<file path="config.mk">
export PLATFORM = sky130hd
export DESIGN_NAME = smsp_core
export DESIGN_NICKNAME = d
export VERILOG_FILES = /design/src/core/smsp_pkg.sv /design/src/core/smsp_sync.sv /design/src/core/smsp_core.sv
export SDC_FILE = /design/constraint.sdc
export NUM_CORES = 1
export LEC_CHECK = 0
export BUFFER_PORTS_ARGS = -buffer_cell sky130_fd_sc_hd__buf_2
export CORE_MARGIN = 5
export CORE_UTILIZATION = 52
export DETAILED_ROUTE_END_ITERATION = 10
export GPL_ROUTABILITY_DRIVEN = 0
export MAX_ROUTING_LAYER = met4
export PLACE_DENSITY = 0.84
export SYNTH_ARGS = -nofsm -noshare
export SYNTH_HDL_FRONTEND = slang
export SYNTH_SLANG_ARGS = --single-unit
export TNS_END_PERCENT = 1
</file>
<file path="constraint.sdc">
create_clock -name MCLK -period 2.1 [get_ports MCLK]
set_input_delay 0.42 -clock MCLK [delete_from_list [all_inputs] [get_ports MCLK]]
set_output_delay 0.42 -clock MCLK [all_outputs]
set_load 0.01 [all_outputs]
</file>
<file path="src/core/smsp_pkg.sv">
// Constants shared by the serial peripheral port core and its testbench.
// Assumes an 8-bit register port and one 40 MHz clock.

package smsp_pkg;

   // -----------------------------------------------------------------
   // Register offsets
   // -----------------------------------------------------------------
   localparam logic [7:0] ADR_CTRL = 8'hc3;    // Control
   localparam logic [7:0] ADR_STAT = 8'hc4;    // Status flags
   localparam logic [7:0] ADR_DATA = 8'hc5;    // Data buffer

   // -----------------------------------------------------------------
   // Control fields
   // -----------------------------------------------------------------
   localparam int CB_RATE2 = 7;                // Rate select, bit 2
   localparam int CB_EN    = 6;                // Unit enable
   localparam int CB_MASTER_SELECT_BIT  = 4;                // Master select
   localparam int CB_CPOL  = 3;                // Clock idle level
   localparam int CB_CPHA  = 2;                // Clock phase
   localparam int CB_RATE1 = 1;                // Rate select, bit 1
   localparam int CB_RATE0 = 0;                // Rate select, bit 0
   localparam logic [7:0] CTRL_RESET = 8'h14;  // Control after reset
   localparam logic [7:0] CTRL_WMASK = 8'hdf;  // Bit 5 is unused

   // -----------------------------------------------------------------
   // Status fields
   // -----------------------------------------------------------------
   localparam int SB_TC    = 7;                // Transfer complete
   localparam int SB_WRITE_COLLISION_FLAG  = 6;                // Write collision
   localparam int SB_SELECT_RELEASE_ERROR_FLAG = 5;                // Select release error
   localparam int SB_MODE_FAULT_FLAG  = 4;                // Mode fault
   localparam logic       FLAG_RESET = 1'b0;   // Flags after reset
   localparam logic [3:0] STAT_RSVD  = 4'h0;   // Reserved bits read

   // -----------------------------------------------------------------
   // Timing and sizes
   // -----------------------------------------------------------------
   localparam logic [4:0] EDGES_PER_BYTE = 5'h10;  // 8 bits, 2 edges
   localparam logic [2:0] RATE_INVALID   = 3'h7;   // Forbidden code
   localparam logic [2:0] RATE_SLOWEST   = 3'h6;   // Divide by 128
   localparam logic [6:0] HALF_UNIT      = 7'h01;  // Half period base

   // Transfer state
   typedef enum logic {ST_IDLE, ST_XFER} smsp_state_e;

endpackage

</file>
<file path="src/core/smsp_sync.sv">
// Three-stage input synchroniser with agreement filter.
// Assumes asynchronous inputs and an active-low asynchronous reset.
`timescale 1ns/1ps
`default_nettype none

module smsp_sync #(
   parameter int         W    = 1,              // Number of lines
   parameter logic [W-1:0] INIT = '0             // Value held in reset
) (
   input  wire logic         clk,
   input  wire logic         rst_b,
   input  wire logic [W-1:0] d,
   output var  logic [W-1:0] q
);

   logic [W-1:0] s1;                            // Metastable stage
   logic [W-1:0] s2;                            // Second stage
   logic [W-1:0] s3;                            // Third stage
   logic [W-1:0] next_q;                        // Filtered value

   // -----------------------------------------------------------------
   // Filter: a change counts once stages two and three agree
   // -----------------------------------------------------------------
   always_comb begin
      for (int i = 0; i < W; i++) begin
         next_q[i] = (s2[i] == s3[i]) ? s3[i] : q[i];
      end
   end

   // Stage one feeds only stage two, to keep metastability contained
   always_ff @(posedge clk or negedge rst_b) begin
      if (!rst_b) begin
         s1 <= INIT;
         s2 <= INIT;
         s3 <= INIT;
         q  <= INIT;
      end else begin
         s1 <= d;
         s2 <= s1;
         s3 <= s2;
         q  <= next_q;
      end
   end

endmodule

`default_nettype wire

</file>
<file path="src/core/smsp_core.sv">
// Serial peripheral port: master or slave byte exchanger with registers.
// Assumes a one-cycle register port on MCLK and pins resolved outside
// from each output and its enable.
//
// Local design decision: the plain strobed port.
`timescale 1ns/1ps
`default_nettype none

module smsp_core (
   input  wire logic       MCLK,
   input  wire logic       RST_B,
   input  wire logic [7:0] ADDR,
   input  wire logic [7:0] WDATA,
   input  wire logic       WR,
   input  wire logic       RD,
   output var  logic [7:0] RDATA,
   input  wire logic       SCK_I,
   output var  logic       SCK_O,
   output var  logic       SCK_OE,
   input  wire logic       MOSI_I,
   output var  logic       MOSI_O,
   output var  logic       MOSI_OE,
   input  wire logic       MISO_I,
   output var  logic       MISO_O,
   output var  logic       MISO_OE,
   input  wire logic       SS_B
);

   // -----------------------------------------------------------------
   // Declarations
   // -----------------------------------------------------------------
   logic [7:0]              ctrl;          // Control register
   logic                    tc;            // Transfer complete flag
   logic                    write_collision_flag;          // Write collision flag
   logic                    select_release_error_flag;         // Select release error flag
   logic                    mode_fault_flag;          // Mode fault flag
   logic                    armed;         // Status read seen
   logic [7:0]              sr;            // Shift register
   logic [7:0]              rx_buf;        // Receive buffer
   logic                    out_bit;       // Bit on the data output
   logic [4:0]              cnt;           // Clock edges in this byte
   logic [6:0]              div_cnt;       // Master half-period count
   logic                    sck_prev;      // Last synchronised clock
   smsp_pkg::smsp_state_e   st;            // Transfer state

   logic [7:0]              next_ctrl;
   logic                    next_tc;
   logic                    next_write_collision_flag;
   logic                    next_select_release_error_flag;
   logic                    next_mode_fault_flag;
   logic                    next_armed;
   logic [7:0]              next_sr;
   logic [7:0]              next_rx_buf;
   logic                    next_out_bit;
   logic [4:0]              next_cnt;
   logic [6:0]              next_div_cnt;
   smsp_pkg::smsp_state_e   next_st;
   logic [7:0]              next_rdata;
   logic                    next_sck_o;
   logic                    next_sck_oe;
   logic                    next_mosi_oe;
   logic                    next_miso_oe;

   logic                    en;            // Unit enabled
   logic                    master_select_bit;          // Master role
   logic                    cpol;          // Clock idle level
   logic                    cpha;          // Sample on second edge
   logic [2:0]              rate;          // Effective rate code
   logic [6:0]              half;          // MCLK cycles per half bit
   logic                    sck_s;         // Filtered clock pin
   logic                    mosi_s;        // Filtered master-out pin
   logic                    miso_s;        // Filtered master-in pin
   logic                    ss_s;          // Filtered select, low active
   logic                    edge_ev;       // A bit clock edge now
   logic                    is_lead;       // That edge leaves idle level
   logic                    din;           // Incoming serial bit
   logic                    wr_data;       // Write to data register
   logic                    data_acc;      // Any data register access

   // -----------------------------------------------------------------
   // Pin synchronisers; select idles high, the rest low
   // -----------------------------------------------------------------
   smsp_sync #(
      .W    (4),
      .INIT (4'h1)
   ) u_sync (
      .clk   (MCLK),
      .rst_b (RST_B),
      .d     ({SCK_I, MOSI_I, MISO_I, SS_B}),
      .q     ({sck_s, mosi_s, miso_s, ss_s})
   );

   // -----------------------------------------------------------------
   // Decoded control fields
   // -----------------------------------------------------------------
   assign en       = ctrl[smsp_pkg::CB_EN];
   assign master_select_bit     = ctrl[smsp_pkg::CB_MASTER_SELECT_BIT];
   assign cpol     = ctrl[smsp_pkg::CB_CPOL];
   assign cpha     = ctrl[smsp_pkg::CB_CPHA];
   assign wr_data  = WR && (ADDR == smsp_pkg::ADR_DATA);
   assign data_acc = (WR || RD) && (ADDR == smsp_pkg::ADR_DATA);

   // Invalid code 111 falls back to the slowest rate, never faster
   assign rate = ({ctrl[smsp_pkg::CB_RATE2], ctrl[smsp_pkg::CB_RATE1],
                   ctrl[smsp_pkg::CB_RATE0]} == smsp_pkg::RATE_INVALID)
                 ? smsp_pkg::RATE_SLOWEST
                 : {ctrl[smsp_pkg::CB_RATE2], ctrl[smsp_pkg::CB_RATE1],
                    ctrl[smsp_pkg::CB_RATE0]};
   assign half = smsp_pkg::HALF_UNIT << rate;

   // -----------------------------------------------------------------
   // Next-state logic for registers, flags and the shifter
   // -----------------------------------------------------------------
   always_comb begin
      next_ctrl    = ctrl;
      next_tc      = tc;
      next_write_collision_flag    = write_collision_flag;
      next_select_release_error_flag   = select_release_error_flag;
      next_mode_fault_flag    = mode_fault_flag;
      next_armed   = armed;
      next_sr      = sr;
      next_rx_buf  = rx_buf;
      next_out_bit = out_bit;
      next_cnt     = cnt;
      next_div_cnt = div_cnt;
      next_st      = st;
      next_sck_o   = SCK_O;
      edge_ev      = 1'b0;
      is_lead      = 1'b0;
      din          = master_select_bit ? miso_s : mosi_s;

      // Control write; role is chosen here before exchanges
      if (WR && (ADDR == smsp_pkg::ADR_CTRL)) begin
         next_ctrl = WDATA & smsp_pkg::CTRL_WMASK;
      end

      // Clearing sequence first so that hardware sets below win
      if (RD && (ADDR == smsp_pkg::ADR_STAT)) begin
         next_armed = 1'b1;
      end
      if (data_acc && armed) begin
         next_tc    = 1'b0;
         next_write_collision_flag  = 1'b0;
         next_mode_fault_flag  = 1'b0;
         next_armed = 1'b0;
      end

      // Data write: direct load while idle, overflow while busy
      if (wr_data) begin
         if (st == smsp_pkg::ST_XFER) begin
            next_write_collision_flag = 1'b1;
         end else begin
            next_sr = WDATA;
            if (en && master_select_bit) begin
               next_st      = smsp_pkg::ST_XFER;
               next_cnt     = '0;
               next_div_cnt = '0;
               next_tc      = 1'b0;
               // Phase 0 presents the first bit before any edge
               if (!cpha) begin
                  next_out_bit = WDATA[7];
               end
            end
         end
      end

      // Slave begins when selected; first bit shown for phase 0
      // Completion flag is kept until the first clock edge, so a select
      // held low past the end of a byte does not hide the finished one
      if (en && !master_select_bit && !ss_s && (st == smsp_pkg::ST_IDLE)) begin
         next_st  = smsp_pkg::ST_XFER;
         next_cnt = '0;
         if (!cpha) begin
            next_out_bit = sr[7];
         end
      end

      // Bit clock edges: made by the divider or seen on the pin
      if (st == smsp_pkg::ST_XFER) begin
         if (cnt == smsp_pkg::EDGES_PER_BYTE) begin
            // Byte finished; only the receive buffer is read back
            next_rx_buf = sr;
            next_tc     = 1'b1;
            next_st     = smsp_pkg::ST_IDLE;
            next_cnt    = '0;
         end else if (master_select_bit) begin
            if (div_cnt == half - smsp_pkg::HALF_UNIT) begin
               next_div_cnt = '0;
               next_sck_o   = ~SCK_O;
               edge_ev      = 1'b1;
               is_lead      = (SCK_O == cpol);
            end else begin
               next_div_cnt = div_cnt + smsp_pkg::HALF_UNIT;
            end
         end else if (ss_s) begin
            // Select dropped before the byte was complete; no edge yet
            // means no byte had begun, so that is no error
            if (cnt != 5'h00) begin
               next_select_release_error_flag = 1'b1;
            end
            next_st    = smsp_pkg::ST_IDLE;
            next_cnt   = '0;
         end else if (sck_s != sck_prev) begin
            edge_ev = 1'b1;
            is_lead = (sck_prev == cpol);
         end
      end

      // Sample on one edge of each bit, shift out on the other
      if (edge_ev) begin
         next_cnt = cnt + 5'h01;
         // First edge marks the exchange as in progress
         if (cnt == 5'h00) begin
            next_tc = 1'b0;
         end
         if (is_lead != cpha) begin
            next_sr = {sr[6:0], din};
         end else begin
            next_out_bit = sr[7];
         end
      end

      // Master sees select driven low by another party
      if (en && master_select_bit && !ss_s) begin
         next_mode_fault_flag = 1'b1;
         next_st   = smsp_pkg::ST_IDLE;
         next_cnt  = '0;
      end

      // Clock rests at its idle level whenever no byte is moving
      if (next_st == smsp_pkg::ST_IDLE) begin
         next_sck_o = cpol;
      end

      // Disable acts at once, even mid-byte
      if (!en) begin
         next_st    = smsp_pkg::ST_IDLE;
         next_cnt   = '0;
         next_select_release_error_flag = 1'b0;
      end
   end

   // -----------------------------------------------------------------
   // Pin enables and read data
   // -----------------------------------------------------------------
   always_comb begin
      next_sck_oe  = en && master_select_bit;
      next_mosi_oe = en && master_select_bit;
      // Slave output stays off unless selected
      next_miso_oe = en && !master_select_bit && !ss_s;
      next_rdata   = 8'h00;
      if (RD) begin
         unique case (ADDR)
            smsp_pkg::ADR_CTRL: next_rdata = ctrl;
            smsp_pkg::ADR_STAT: next_rdata = {tc, write_collision_flag, select_release_error_flag, mode_fault_flag,
                                              smsp_pkg::STAT_RSVD};
            smsp_pkg::ADR_DATA: next_rdata = rx_buf;
            default:            next_rdata = 8'h00;
         endcase
      end
   end

   // -----------------------------------------------------------------
   // State registers
   // -----------------------------------------------------------------
   always_ff @(posedge MCLK or negedge RST_B) begin
      if (!RST_B) begin
         ctrl     <= smsp_pkg::CTRL_RESET;
         tc       <= smsp_pkg::FLAG_RESET;
         write_collision_flag     <= smsp_pkg::FLAG_RESET;
         select_release_error_flag    <= smsp_pkg::FLAG_RESET;
         mode_fault_flag     <= smsp_pkg::FLAG_RESET;
         armed    <= 1'b0;
         sr       <= 8'h00;
         rx_buf   <= 8'h00;
         out_bit  <= 1'b0;
         cnt      <= '0;
         div_cnt  <= '0;
         sck_prev <= 1'b0;
         st       <= smsp_pkg::ST_IDLE;
         RDATA    <= 8'h00;
         SCK_O    <= 1'b0;
         SCK_OE   <= 1'b0;
         MOSI_OE  <= 1'b0;
         MISO_OE  <= 1'b0;
      end else begin
         ctrl     <= next_ctrl;
         tc       <= next_tc;
         write_collision_flag     <= next_write_collision_flag;
         select_release_error_flag    <= next_select_release_error_flag;
         mode_fault_flag     <= next_mode_fault_flag;
         armed    <= next_armed;
         sr       <= next_sr;
         rx_buf   <= next_rx_buf;
         out_bit  <= next_out_bit;
         cnt      <= next_cnt;
         div_cnt  <= next_div_cnt;
         sck_prev <= sck_s;
         st       <= next_st;
         RDATA    <= next_rdata;
         SCK_O    <= next_sck_o;
         SCK_OE   <= next_sck_oe;
         MOSI_OE  <= next_mosi_oe;
         MISO_OE  <= next_miso_oe;
      end
   end

   // One flip-flop feeds both data outputs; only one is ever enabled
   assign MOSI_O = out_bit;
   assign MISO_O = out_bit;
endmodule

`default_nettype wire

</file>
==> results by group, run 1 <==
Status
  • Status: finished with violations
  • Failing checks: negative setup slack

Setup path
  • Startpoint of the worst register-to-register path: cnt[1]
  • Register-to-register setup slack: 20 ps
  • FF-to-FF path depth: 13
  • CP Capture Type: register
  • Worst Path Required: around 2300 ps
  • Startpoint Class: input pin
  • Critical Path Start: ADDR[1]
  • R2r endpoint: div_cnt[2]
  • Worst EP arrival: around 2400 ps
  • Critical path peak fanout: 10
  • Setup Crit Path Kind: in -> reg

Routing
  • Routed wire length: 6990 um
  • Drt wl/cell: roughly 17 um
  • Detail Route Antenna Nets: 0
  • Initial DRC Count: 220
  • Vias: about 2400
  • DRC: 0
  • Detailed Routing Iterations Pass 1: 5
  • Vias per inst: 5.73

Die
  • Site Rows: 28
  • Die ar.: roughly 7900 um^2
  • Core Area: about 6000 um^2
  • Number of top-level pins: 38
  • Initial core utilization: 0.541
  • Die Wd: just under 90 um
  • Die Span Y: ~89 um

Clock network
  • Clock Latency Late Sink: 350 ps
  • CTS Sinks: 70
  • Clock transition at the registers of the reported paths: 70 ps
  • Cts bufs inserted: 9
  • Clock root cell: clkbuf_8
  • CTS Buffer Depth: 2
  • Hold Buf Count CTS: 0
  • CTS tree: done
  • H-tree depth: 3

Hold path
  • Tightest Hold Check Type: in -> async

STA
  • Worst Clk Skew: about 7.3 ps
  • Fmax: around 470 MHz
  • Final hold viol count: 0
  • PnR worst setup slack: -28.5 ps
  • # setup viols final: 1
  • Final period utilization: 1.01
  • RSZ-0062 raised after global routing: yes
  • Least-Margin Pin Slew: 443 ps
  • Min Tclk post-route: 2130 ps
  • Slew Limit Fails: 0
  • Max-slew headroom: 0.703

Global route
  • GRT Util Overall: 0.198
  • First-pass GRT wire length: 11400 um
  • Initial antenna violation count: 0
  • Largest net degree at the start of global routing: 71
  • Number of global-route vias before repair: around 2400
  • Total grt overflow: 0

Finish
  • # nets final: ~370
  • Antenna diode count: 0
  • Layout cells sized above 1: 0.376
  • Finished Layout Cells: 421
  • Area delta synth->final: 21.8%
  • Filler cell count: 460
  • Final core occ: 0.658

Flow run
  • Max capacitance violation total: 0

Logic synthesis
  • Post-synth net total: 304
  • Post-synthesis cell count: 277
  • Unique masters post-synth: between 50 and 60
  • Seq/Total Area, Yosys: 0.546
  • Top-count cell post-synth: dfrtp_1
  • Main flop type after synthesis: dfrtp_1
  • Post-synthesis async set-or-reset flop share: 1.00
  • Avg Cell Area, Syn: roughly 12 um^2
  • Share of Yosys cell area claimed by the top area cell type: 0.497
  • Yosys warns: 0
  • Synth area leaders: dfrtp_1 50%, mux2_2 7.3%, dfstp_2 4.9%
  • Post-synth EDFFs: 0
  • Synthesized area: ~3200 um^2
  • Largest area contributor in the netlist: dfrtp_1
  • Synth top cells by count: 64 x dfrtp_1, 21 x mux2_2, 20 x nand2_1
  • Flops & latches, synth: 70

Place
  • Number of I/O port buffers: 37
  • DP Cell Count: 400
  • DP HPWL: ~4800 um

Pwr
  • Worst vdd ir: 0.000566 V
  • Leak: around 1.9 nW
  • PwrDens: between 600 and 700 nW/um^2
sequential cells by signal, indices dropped and copies added (netlist names), 4 cells and up:
| name | flops |
|---|---|
| u_sync.s2 | 4 |
| u_sync.s1 | 4 |
| rx_buf | 8 |
| RDATA | 8 |
| sr | 8 |
| ctrl | 7 |
| u_sync.q | 4 |
| div_cnt | 7 |
| cnt | 5 |
| u_sync.s3 | 4 |
metrics by stage:
step	setup WS [ps]	cell area [um^2]	hold WS, ps	total power, W	setup TNS [ps]
after floorplan	-155	3220	124	0.00157	-1870
final	-28.5	3920	67.6	0.00260	-28.5
after detailed placement	-427	3620	349	0.00167	-6940
after global routing	-41.1	3920	112	0.00272	-258
after global placement	-389	3620	336	0.00166	-6260
after CTS	-8.31	3890	89.8	0.00262	-8.31
worst max-delay path: stages:
cell and delay [ps]:
buf_2 100, or4b_1 550, or4b_4 520, buf_8 180, o21ai_2 130, nand2_2 120
o21bai_1 180, a21o_1 180
worst max path at each step:
stage                 end  depth (start not counted)
3_5_place_dp   div_cnt[2]                          8
4_1_cts        div_cnt[2]                          8
3_3_place_gp   div_cnt[2]                          8
5_1_grt        div_cnt[2]                          8
6_report       div_cnt[2]                          8
2_1_floorplan       sr[1]                          5
timing repair:
| item | CTS | global route |
|---|---|---|
| resized for setup | 19 | 6 |
| pin swaps | 3 | 2 |
| endpoints found under the setup margin | 16 | 17 |
| setup buffers | 5 | 0 |
cells in the final DEF, fill, tap and decap left out, types with 7 or more instances in the layout:
cell type  netlist  final
nand3_1         11     10
mux2_4           7     14
buf_2            2     37
mux2_2          21     14
nor2_1          14     14
buf_4            2     27
nand2_1         20     20
dfrtp_1         64     64
nor2b_1         10      9
clkbuf_8         0     10
nor3_1           8      8
o21ai_0          8      7
inv_1           11      9
logic make-up after synthesis:
| logic type | after synthesis | synth area share |
|---|---|---|
| flops | 70 | 0.546 |
| compound gates | 45 | 0.102 |
| buf+inv | 25 | 0.0369 |
| mux | 34 | 0.125 |
| fa+ha+maj | 7 | 0.0241 |
| xor+xnor | 5 | 0.0136 |
| simple gates | 91 | 0.152 |
cell type report:
cell class / count / area, um^2 / share of cell area
Clock buffer: 12 / 145 / 0.0370
Timing Repair Buffer: 67 / 438 / 0.112
Clock inverter: 4 / 22.5 / 0.00574
Inverter: 11 / 41.3 / 0.0105
Tap cell: 75 / 93.8 / 0.0239
Multi-Input combinational cell: 182 / 1420 / 0.362
Sequential cell: 70 / 1760 / 0.449
layer usage:
layer / routed length (um) / GRT usage
met5: 0 / -
met4: 61 / 0.0701
met3: 592 / 0.0605
met2: 3540 / 0.321
met1: 2800 / 0.233
power breakdown:
part | total (W) | switching, W | internal (W)
logic | 0.000218 | 0.000112 | 0.000105
registers | 0.00145 | 0.0000460 | 0.00140
clock network | 0.000933 | 0.000478 | 0.000455
Note: power is estimated with default switching activity, not from simulation.
==> run 2: changes to the inputs <==
--- a/config.mk
+++ b/config.mk
@@ -14,5 +14,6 @@
 export PLACE_DENSITY = 0.84
 export SYNTH_ARGS = -nofsm -noshare
 export SYNTH_HDL_FRONTEND = slang
+export SYNTH_HIERARCHICAL = 1
 export SYNTH_SLANG_ARGS = --single-unit
 export TNS_END_PERCENT = 1
==> run 2 against run 1 <==
Effect of this change:
- the flow now finishes without violations
- die area is 1.6% higher
- total power up 2.3%
- worst hold slack got worse by 11 ps
- highest routed layer unchanged
==> results by group, run 2 <==
Global route
  • Largest net degree at the start of global routing: 48 (-32%)
  • Total grt overflow: 0 (unchanged)
  • GRT Util Overall: 0.202 (+0.00422)
  • Initial antenna violation count: 0 (unchanged)
  • First-pass GRT wire length: 11800 um (+3.2%)
  • Number of global-route vias before repair: 2454 (+0.37%)

Logic synthesis
  • Share of Yosys cell area claimed by the top area cell type: 0.489 (-0.00874)
  • Yosys warns: 6 (+6)
  • Synth top cells by count: 64 x dfrtp_1, 26 x mux2_2, 19 x nand2_1
  • Seq/Total Area, Yosys: 0.537 (-0.00960)
  • Post-synthesis mux area share: 0.115 (-0.0102)
  • Flops & latches, synth: 70 (unchanged)
  • Avg Cell Area, Syn: 11.7 um^2 (+0.70%)
  • Post-Synth XOR/XNOR Area: 0.0107 (-0.00291)
  • Post-synth EDFFs: 0 (unchanged)
  • Post-synthesis adder-cell area fraction: 0.0252 (+0.00110)
  • Post-synth net total: 307 (+0.99%)
  • Largest area contributor in the netlist: dfrtp_1
  • Post-synthesis compound-gate area fraction: 0.135 (+0.0330)
  • Synthesized area: 3280 um^2 (+1.8%)
  • Largest family of logic cells by synthesized area: simple AND/OR/NAND/NOR gates
  • Simple-Gate Fraction of Synth Area: 0.144 (-0.00763)
  • Top-count cell post-synth: dfrtp_1
  • Main flop type after synthesis: dfrtp_1
  • Post-synthesis cell count: 280 (+1.1%)
  • Unique masters post-synth: 61 (+20%)
  • Synth area leaders: dfrtp_1 49%, mux2_2 8.9%, dfstp_2 4.8%
  • Post-synthesis async set-or-reset flop share: 1.00 (unchanged)

Place
  • DP Cell Count: 408 (+2.0%)
  • Number of I/O port buffers: 37 (unchanged)
  • Placement-stage worst setup slack: -215 ps (+211 ps)
  • DP HPWL: 5080 um (+6.0%)

Routing
  • Vias per inst: 5.88 (+2.8%)
  • Routed wire length: 7380 um (+5.6%)
  • Detailed Routing Iterations Pass 1: 4 (-1)
  • Metal-1 WL: 3150 um (+13%)
  • Top Metal Used: met4
  • Vias: 2507 (+4.0%)
  • DRC: 0 (unchanged)
  • Drt wl/cell: 17.3 um (+4.3%)
  • Detail Route Antenna Nets: 0 (unchanged)
  • Met3 WL: 496 um (-16%)
  • Initial DRC Count: 180 (-18%)
  • Met2 Wirelength: 3570 um (+0.82%)

Die
  • Die Wd: 89.4 um (+0.79%)
  • Core Area: 6240 um^2 (+4.8%)
  • Die Span Y: 89.4 um (+0.79%)
  • Initial core utilization: 0.525 (-0.0155)
  • Number of top-level pins: 38 (unchanged)
  • Die ar.: 7990 um^2 (+1.6%)
  • Site Rows: 29 (+3.6%)

STA
  • # setup viols final: 0 (-1)
  • Final hold viol count: 0 (unchanged)
  • Slew Limit Fails: 0 (unchanged)
  • Final period utilization: 0.997 (-0.0161)
  • PnR worst setup slack: 5.27 ps (+33.8 ps)
  • Least-Margin Pin Slew: 555 ps (+112 ps)
  • Worst Clk Skew: 7.08 ps (-0.170 ps)
  • Min Tclk post-route: 2090 ps (-33.8 ps)
  • Fmax: 477 MHz (+1.6%)
  • Max-slew headroom: 0.625 (-0.0777)
  • RSZ-0062 raised after global routing: yes

Finish
  • Antenna diode count: 0 (unchanged)
  • Most frequent cells in the layout: 64 x dfrtp_1, 37 x buf_2, 26 x buf_4, 20 x mux2_2, 19 x nand2_1
  • Biggest regs: RDATA: 8 flops, rx_buf: 8 flops, sr: 8 flops
  • Finished Layout Cells: 426 (+1.2%)
  • Area delta synth->final: 20.7%
  • Filler cell count: 471 (+2.4%)
  • Layout cells sized above 1: 0.384 (+0.00823)
  • Area of the multi-input gates: 1460 um^2 (+2.6%)
  • # nets final: 371 (+0.82%)
  • Sequential Area: 1760 um^2 (unchanged)
  • Commonest non-fill, non-tap cell in the layout: dfrtp_1

Clock network
  • CTS Buffer Depth: 2 (unchanged)
  • Clock transition at the registers of the reported paths: 80 ps (about the same)
  • CTS tree: done
  • CTS Sinks: 70 (unchanged)
  • Clock Latency Late Sink: 350 ps (about the same)
  • Cts bufs inserted: 9 (unchanged)
  • Clock root cell: clkbuf_8
  • H-tree depth: 3 (unchanged)

Setup path
  • Setup Crit Path Kind: reg -> reg
  • R2r endpoint: sr[2]
  • CP Capture Type: register
  • Critical path peak fanout: 9 (-1)
  • Startpoint Class: register
  • Cell breakdown of the critical path: and3_1 > o221ai_1 > a21boi_4 > and3_4 > o21ai_4 > buf_12 > mux2_4
  • Startpoint of the worst register-to-register path: div_cnt[4]
  • Worst Path Required: 2340 ps (about the same)
  • Slowest cell delay on critical path: 490 ps (-60 ps)
  • CP max-delay cell: dfrtp_1
  • Worst EP arrival: 2340 ps (-30 ps)
  • Register-to-register setup slack: 5 ps (about the same)
  • FF-to-FF path depth: 7 (-6)

Pwr
  • Worst vdd ir: 0.000603 V (+6.5%)
  • Leak: 1.80 nW (-3.1%)
  • PwrDens: 672 nW/um^2 (+1.4%)

Status
  • Status: complete, no violations

Hold path
  • Tightest Hold Check Type: in -> async

Flow run
  • Max capacitance violation total: 0 (unchanged)
run 2: area by class of cell:
type | count | area share
multi-input cells | 187 | 0.369
clock inverters | 7 | 0.0139
inverters | 11 | 0.0104
flip-flops and latches | 70 | 0.445
clock buffers | 9 | 0.0313
well taps | 77 | 0.0244
repair buffers | 65 | 0.106
run 2: timing repair:
action,in CTS,in global routing
pin swaps,2,1
endpoints found under the setup margin,8,15
buffers inserted,1,1
hold buffers,0,0
hold endpoints to repair,0,0
gates resized for setup,1,13
run 2: how the worst max path moves through the flow:
stage                     startpoint  endpoint  cells past startpoint  slack (ps)
after floorplan              ADDR[5]     sr[2]                      5         -50
after global placement       ADDR[5]    MISO_O                      8        -160
after detailed placement     ADDR[5]    MISO_O                      8        -220
after CTS                     cnt[0]     sr[1]                      8         -20
after global routing          cnt[1]    MISO_O                     10         -90
final                     div_cnt[4]     sr[2]                      7           5
run 2: metrics by stage:
step	util	power (W)	area, um^2	TNS [ps]	hold WS [ps]
floorplan	-	0.00158	3280	-274	124
global placement	0.593	0.00167	3700	-1090	337
detailed placement	0.593	0.00168	3700	-1650	338
CTS	0.623	0.00268	3890	-103	55.8
global route	0.634	0.00278	3960	-389	64.8
finish	0.634	0.00266	3960	0	56.8
run 2: report_power, final:
group	internal (W)	total (W)	leakage [nW]	switching [W]
clock	0.000444	0.000988	0.0923	0.000544
combinational	0.000102	0.000222	0.829	0.000120
sequential	0.00140	0.00145	0.879	0.0000483
run 2: logic make-up (layout without fill, tap and decap cells):
| kind of cell | count (synthesis) | count (layout) |
|---|---|---|
| and+or+nand+nor | 78 | 78 |
| DFF | 70 | 70 |
| AOI/OAI and AO/OA | 64 | 64 |
| muxes | 34 | 34 |
| buffers and inverters | 23 | 92 |
| adders and majority gates | 7 | 7 |
| xor gates and xnor gates | 4 | 4 |
run 2: worst max-delay path, delay by kind of cell, from the launching register on:
kind / cells / cell delay (ps)
compound gates: 3 / 610
flops: 1 / 490
simple gates: 2 / 430
mux: 1 / 300
buf+inv: 1 / 150
run 2: per-layer routing:
metal,up-vias,global-route usage
met5,-,-
met4,0,0.0893
met3,18,0.0673
met2,90,0.303
met1,1244,0.249
li1,1155,-
==> run 3: changes to the inputs <==
--- a/config.mk
+++ b/config.mk
@@ -6,12 +6,14 @@
 export NUM_CORES = 1
 export LEC_CHECK = 0
 export BUFFER_PORTS_ARGS = -buffer_cell sky130_fd_sc_hd__buf_2
+export CAP_MARGIN = 20
 export CORE_MARGIN = 5
 export CORE_UTILIZATION = 52
+export CTS_CLUSTER_SIZE = 12
 export DETAILED_ROUTE_END_ITERATION = 10
 export GPL_ROUTABILITY_DRIVEN = 0
 export MAX_ROUTING_LAYER = met4
-export PLACE_DENSITY = 0.84
+export PLACE_DENSITY_LB_ADDON = 0.25
 export SYNTH_ARGS = -nofsm -noshare
 export SYNTH_HDL_FRONTEND = slang
 export SYNTH_HIERARCHICAL = 1
==> run 3 against run 2 <==
Effect of this change:
- total power grew 7.0%
- worst setup slack gained 50 ps
- design area grew 2.2%
- wire length shrank 4.4%
- global-route usage shrank 0.34 points
- first-iteration DRC count shrank 37%
- sequential power is essentially flat
- sequential share of layout area shrank 0.93 points
- clock power grew 19%
- clock skew grew 8.5 ps
- critical endpoint is now sr[5]
- largest cell class unchanged
- highest routed layer unchanged
==> results by group, run 3 (synthesis results as in run 2) <==
Die
  • Die Span Y: 89.4 um (unchanged)
  • Die ar.: 7990 um^2 (unchanged)
  • Site Rows: 29 (unchanged)
  • Die Wd: 89.4 um (unchanged)
  • Core Area: 6240 um^2 (unchanged)
  • Number of top-level pins: 38 (unchanged)
  • Initial core utilization: 0.525 (unchanged)

Clock network
  • CTS tree: done
  • Clock root cell: clkbuf_8
  • Hold Buf Count CTS: 0 (unchanged)
  • CTS Sinks: 70 (unchanged)
  • CTS Buffer Depth: 2 (unchanged)
  • Clock Latency Late Sink: 340 ps (about the same)
  • H-tree depth: 3 (unchanged)
  • Clock transition at the registers of the reported paths: 80 ps (about the same)
  • Cts bufs inserted: 9 (unchanged)

Pwr
  • Clock share of power: 0.415 (+0.043)
  • Worst vdd ir: 0.000528 V (-12%)
  • Design Power: 0.00284 W (+7.0%)
  • Sequential share of power: 0.507 (-0.038)
  • Switch share: 0.234 (-0.0339)
  • NetSw: 0.000666 W (-6.6%)
  • PwrDens: 704 nW/um^2 (+4.6%)
  • Combinational fraction of design power: 0.077 (-0.007)
  • Leak: 1.84 nW (+2.0%)
  • Internal power: 0.00218 W (+12%)

Setup path
  • Worst EP arrival: 2270 ps (-70 ps)
  • Top Family by Delay on Critical Path: simple AND/OR/NAND/NOR gates
  • CP Capture Type: register
  • Crit path depth: 9 (+2)
  • Startpoint Class: register
  • FF-to-FF path depth: 9 (+2)
  • CP max-delay cell: dfrtp_1
  • CP Buf/Inv Count: 2 (+1)
  • Register-to-register setup slack: 60 ps (+50 ps)
  • Cell breakdown of the critical path: inv_1 > ha_2 > nand4bb_1 > and3_4 > a21boi_1 > and3_4 > o21ai_4 > buf_12 > mux2_2
  • Slowest cell delay on critical path: 380 ps (-110 ps)
  • CP most frequent cell: and3_4
  • Critical path peak fanout: 8 (-1)
  • Worst Path Required: 2320 ps (-20 ps)
  • Setup Crit Path Kind: reg -> reg

Routing
  • Met3 WL: 397 um (-20%)
  • Initial DRC Count: 113 (-37%)
  • Detail Route Antenna Nets: 0 (unchanged)
  • Metal-1 WL: 3250 um (+3.4%)
  • Top Metal Used: met4
  • Routed wire length: 7050 um (-4.4%)
  • Vias: 2446 (-2.4%)
  • Met2 Wirelength: 3330 um (-6.7%)
  • Drt wl/cell: 16.2 um (-6.4%)
  • DRC: 0 (unchanged)
  • Vias per inst: 5.62 (-4.5%)
  • Detailed Routing Iterations Pass 1: 5 (+1)

Hold path
  • Tightest Hold Check Type: in -> async

STA
  • # setup viols final: 0 (unchanged)
  • Least-Margin Pin Slew: 598 ps (+42.9 ps)
  • Final hold viol count: 0 (unchanged)
  • Min Tclk post-route: 2040 ps (-50.2 ps)
  • Slew Limit Fails: 0 (unchanged)
  • Final period utilization: 0.974 (-0.0239)
  • Fmax: 489 MHz (+2.5%)
  • Max-slew headroom: 0.601 (-0.0237)
  • Worst Clk Skew: 15.5 ps (+8.46 ps)
  • Sum of negative setup slack: 0 ps (unchanged)

Finish
  • Antenna diode count: 0 (unchanged)
  • Filler cell count: 487 (+3.4%)
  • Finished Layout Cells: 435 (+2.1%)
  • Layout cells sized above 1: 0.388 (+0.00431)
  • # nets final: 380 (+2.4%)
  • Area delta synth->final: 23.4%
  • Biggest regs: RDATA: 8 flops, rx_buf: 8 flops, sr: 8 flops
  • Most frequent cells in the layout: 63 x dfrtp_1, 37 x buf_2, 33 x buf_4, 26 x mux2_2, 19 x nand2_1
  • Commonest non-fill, non-tap cell in the layout: dfrtp_1

Place
  • DP HPWL: 5210 um (+2.5%)
  • Number of I/O port buffers: 37 (unchanged)
  • DP Cell Count: 416 (+2.0%)

Global route
  • First-pass GRT wire length: 11500 um (-2.9%)
  • Initial antenna violation count: 0 (unchanged)
  • Total grt overflow: 0 (unchanged)
  • Number of global-route vias before repair: 2296 (-6.4%)
  • Largest net degree at the start of global routing: 26 (-46%)
  • GRT Util Overall: 0.199 (-0.00343)

Status
  • Status: complete, no violations

Flow run
  • Max capacitance violation total: 0 (unchanged)
run 3: final cells by class:
class	count	area (um^2)	share of cell area
Clock buffer	11	131	0.0325
Clock inverter	5	83.8	0.0207
Inverter	11	41.3	0.0102
Multi-Input combinational cell	187	1420	0.350
Sequential cell	70	1760	0.435
Tap cell	77	96.3	0.0238
Timing Repair Buffer	74	513	0.127
run 3: worst register-to-register path, stage by stage, from the launching register on:
cell and delay, ps:
dfrtp_1 380, inv_1 70, ha_2 180, nand4bb_1 150, and3_4 190, a21boi_1 130
and3_4 200, o21ai_4 160, buf_12 140, mux2_2 330
run 3: power groups by stage:
stage	registers [W]	logic [W]	clock network [W]
CTS	0.00144	0.000224	0.00121
finish	0.00144	0.000220	0.00118
floorplan	0.00146	0.000121	0
detailed placement	0.00147	0.000223	0
global placement	0.00147	0.000219	0
global route	0.00145	0.000248	0.00127
run 3: metrics by stage:
stage / worst slack (ps) / hold slack (ps) / instance area, um^2 / util
finish: 55.5 / 79.9 / 4040 / 0.648
global route: -26.7 / 105 / 4040 / 0.648
CTS: 3.08 / 87.1 / 4020 / 0.644
detailed placement: -221 / 338 / 3800 / 0.608
global placement: -178 / 346 / 3800 / 0.608
floorplan: -54.0 / 124 / 3280 / -
run 3: final timing paths:
check,from,end
min,RST_B,div_cnt[5]
max,cnt[1],sr[5]
min reg2reg,u_sync/s1[0],u_sync/s2[0]
max in group asynchronous,RST_B,ctrl[4]
max reg2reg,cnt[1],sr[5]
min in group MCLK,SS_B,u_sync/s1[0]
run 3: timing repair:
item / in CTS / in global routing
gates resized for setup: 2 / 2
endpoints found under the setup margin: 8 / 10
setup buffers: 0 / 3
pin swaps: 1 / 3
run 3: metal layers:
metal | vias to the layer above | GRT usage
li1 | 1172 | -
met2 | 70 | 0.294
met4 | 0 | 0.0650
met1 | 1196 | 0.271
met3 | 8 | 0.0470
met5 | - | -
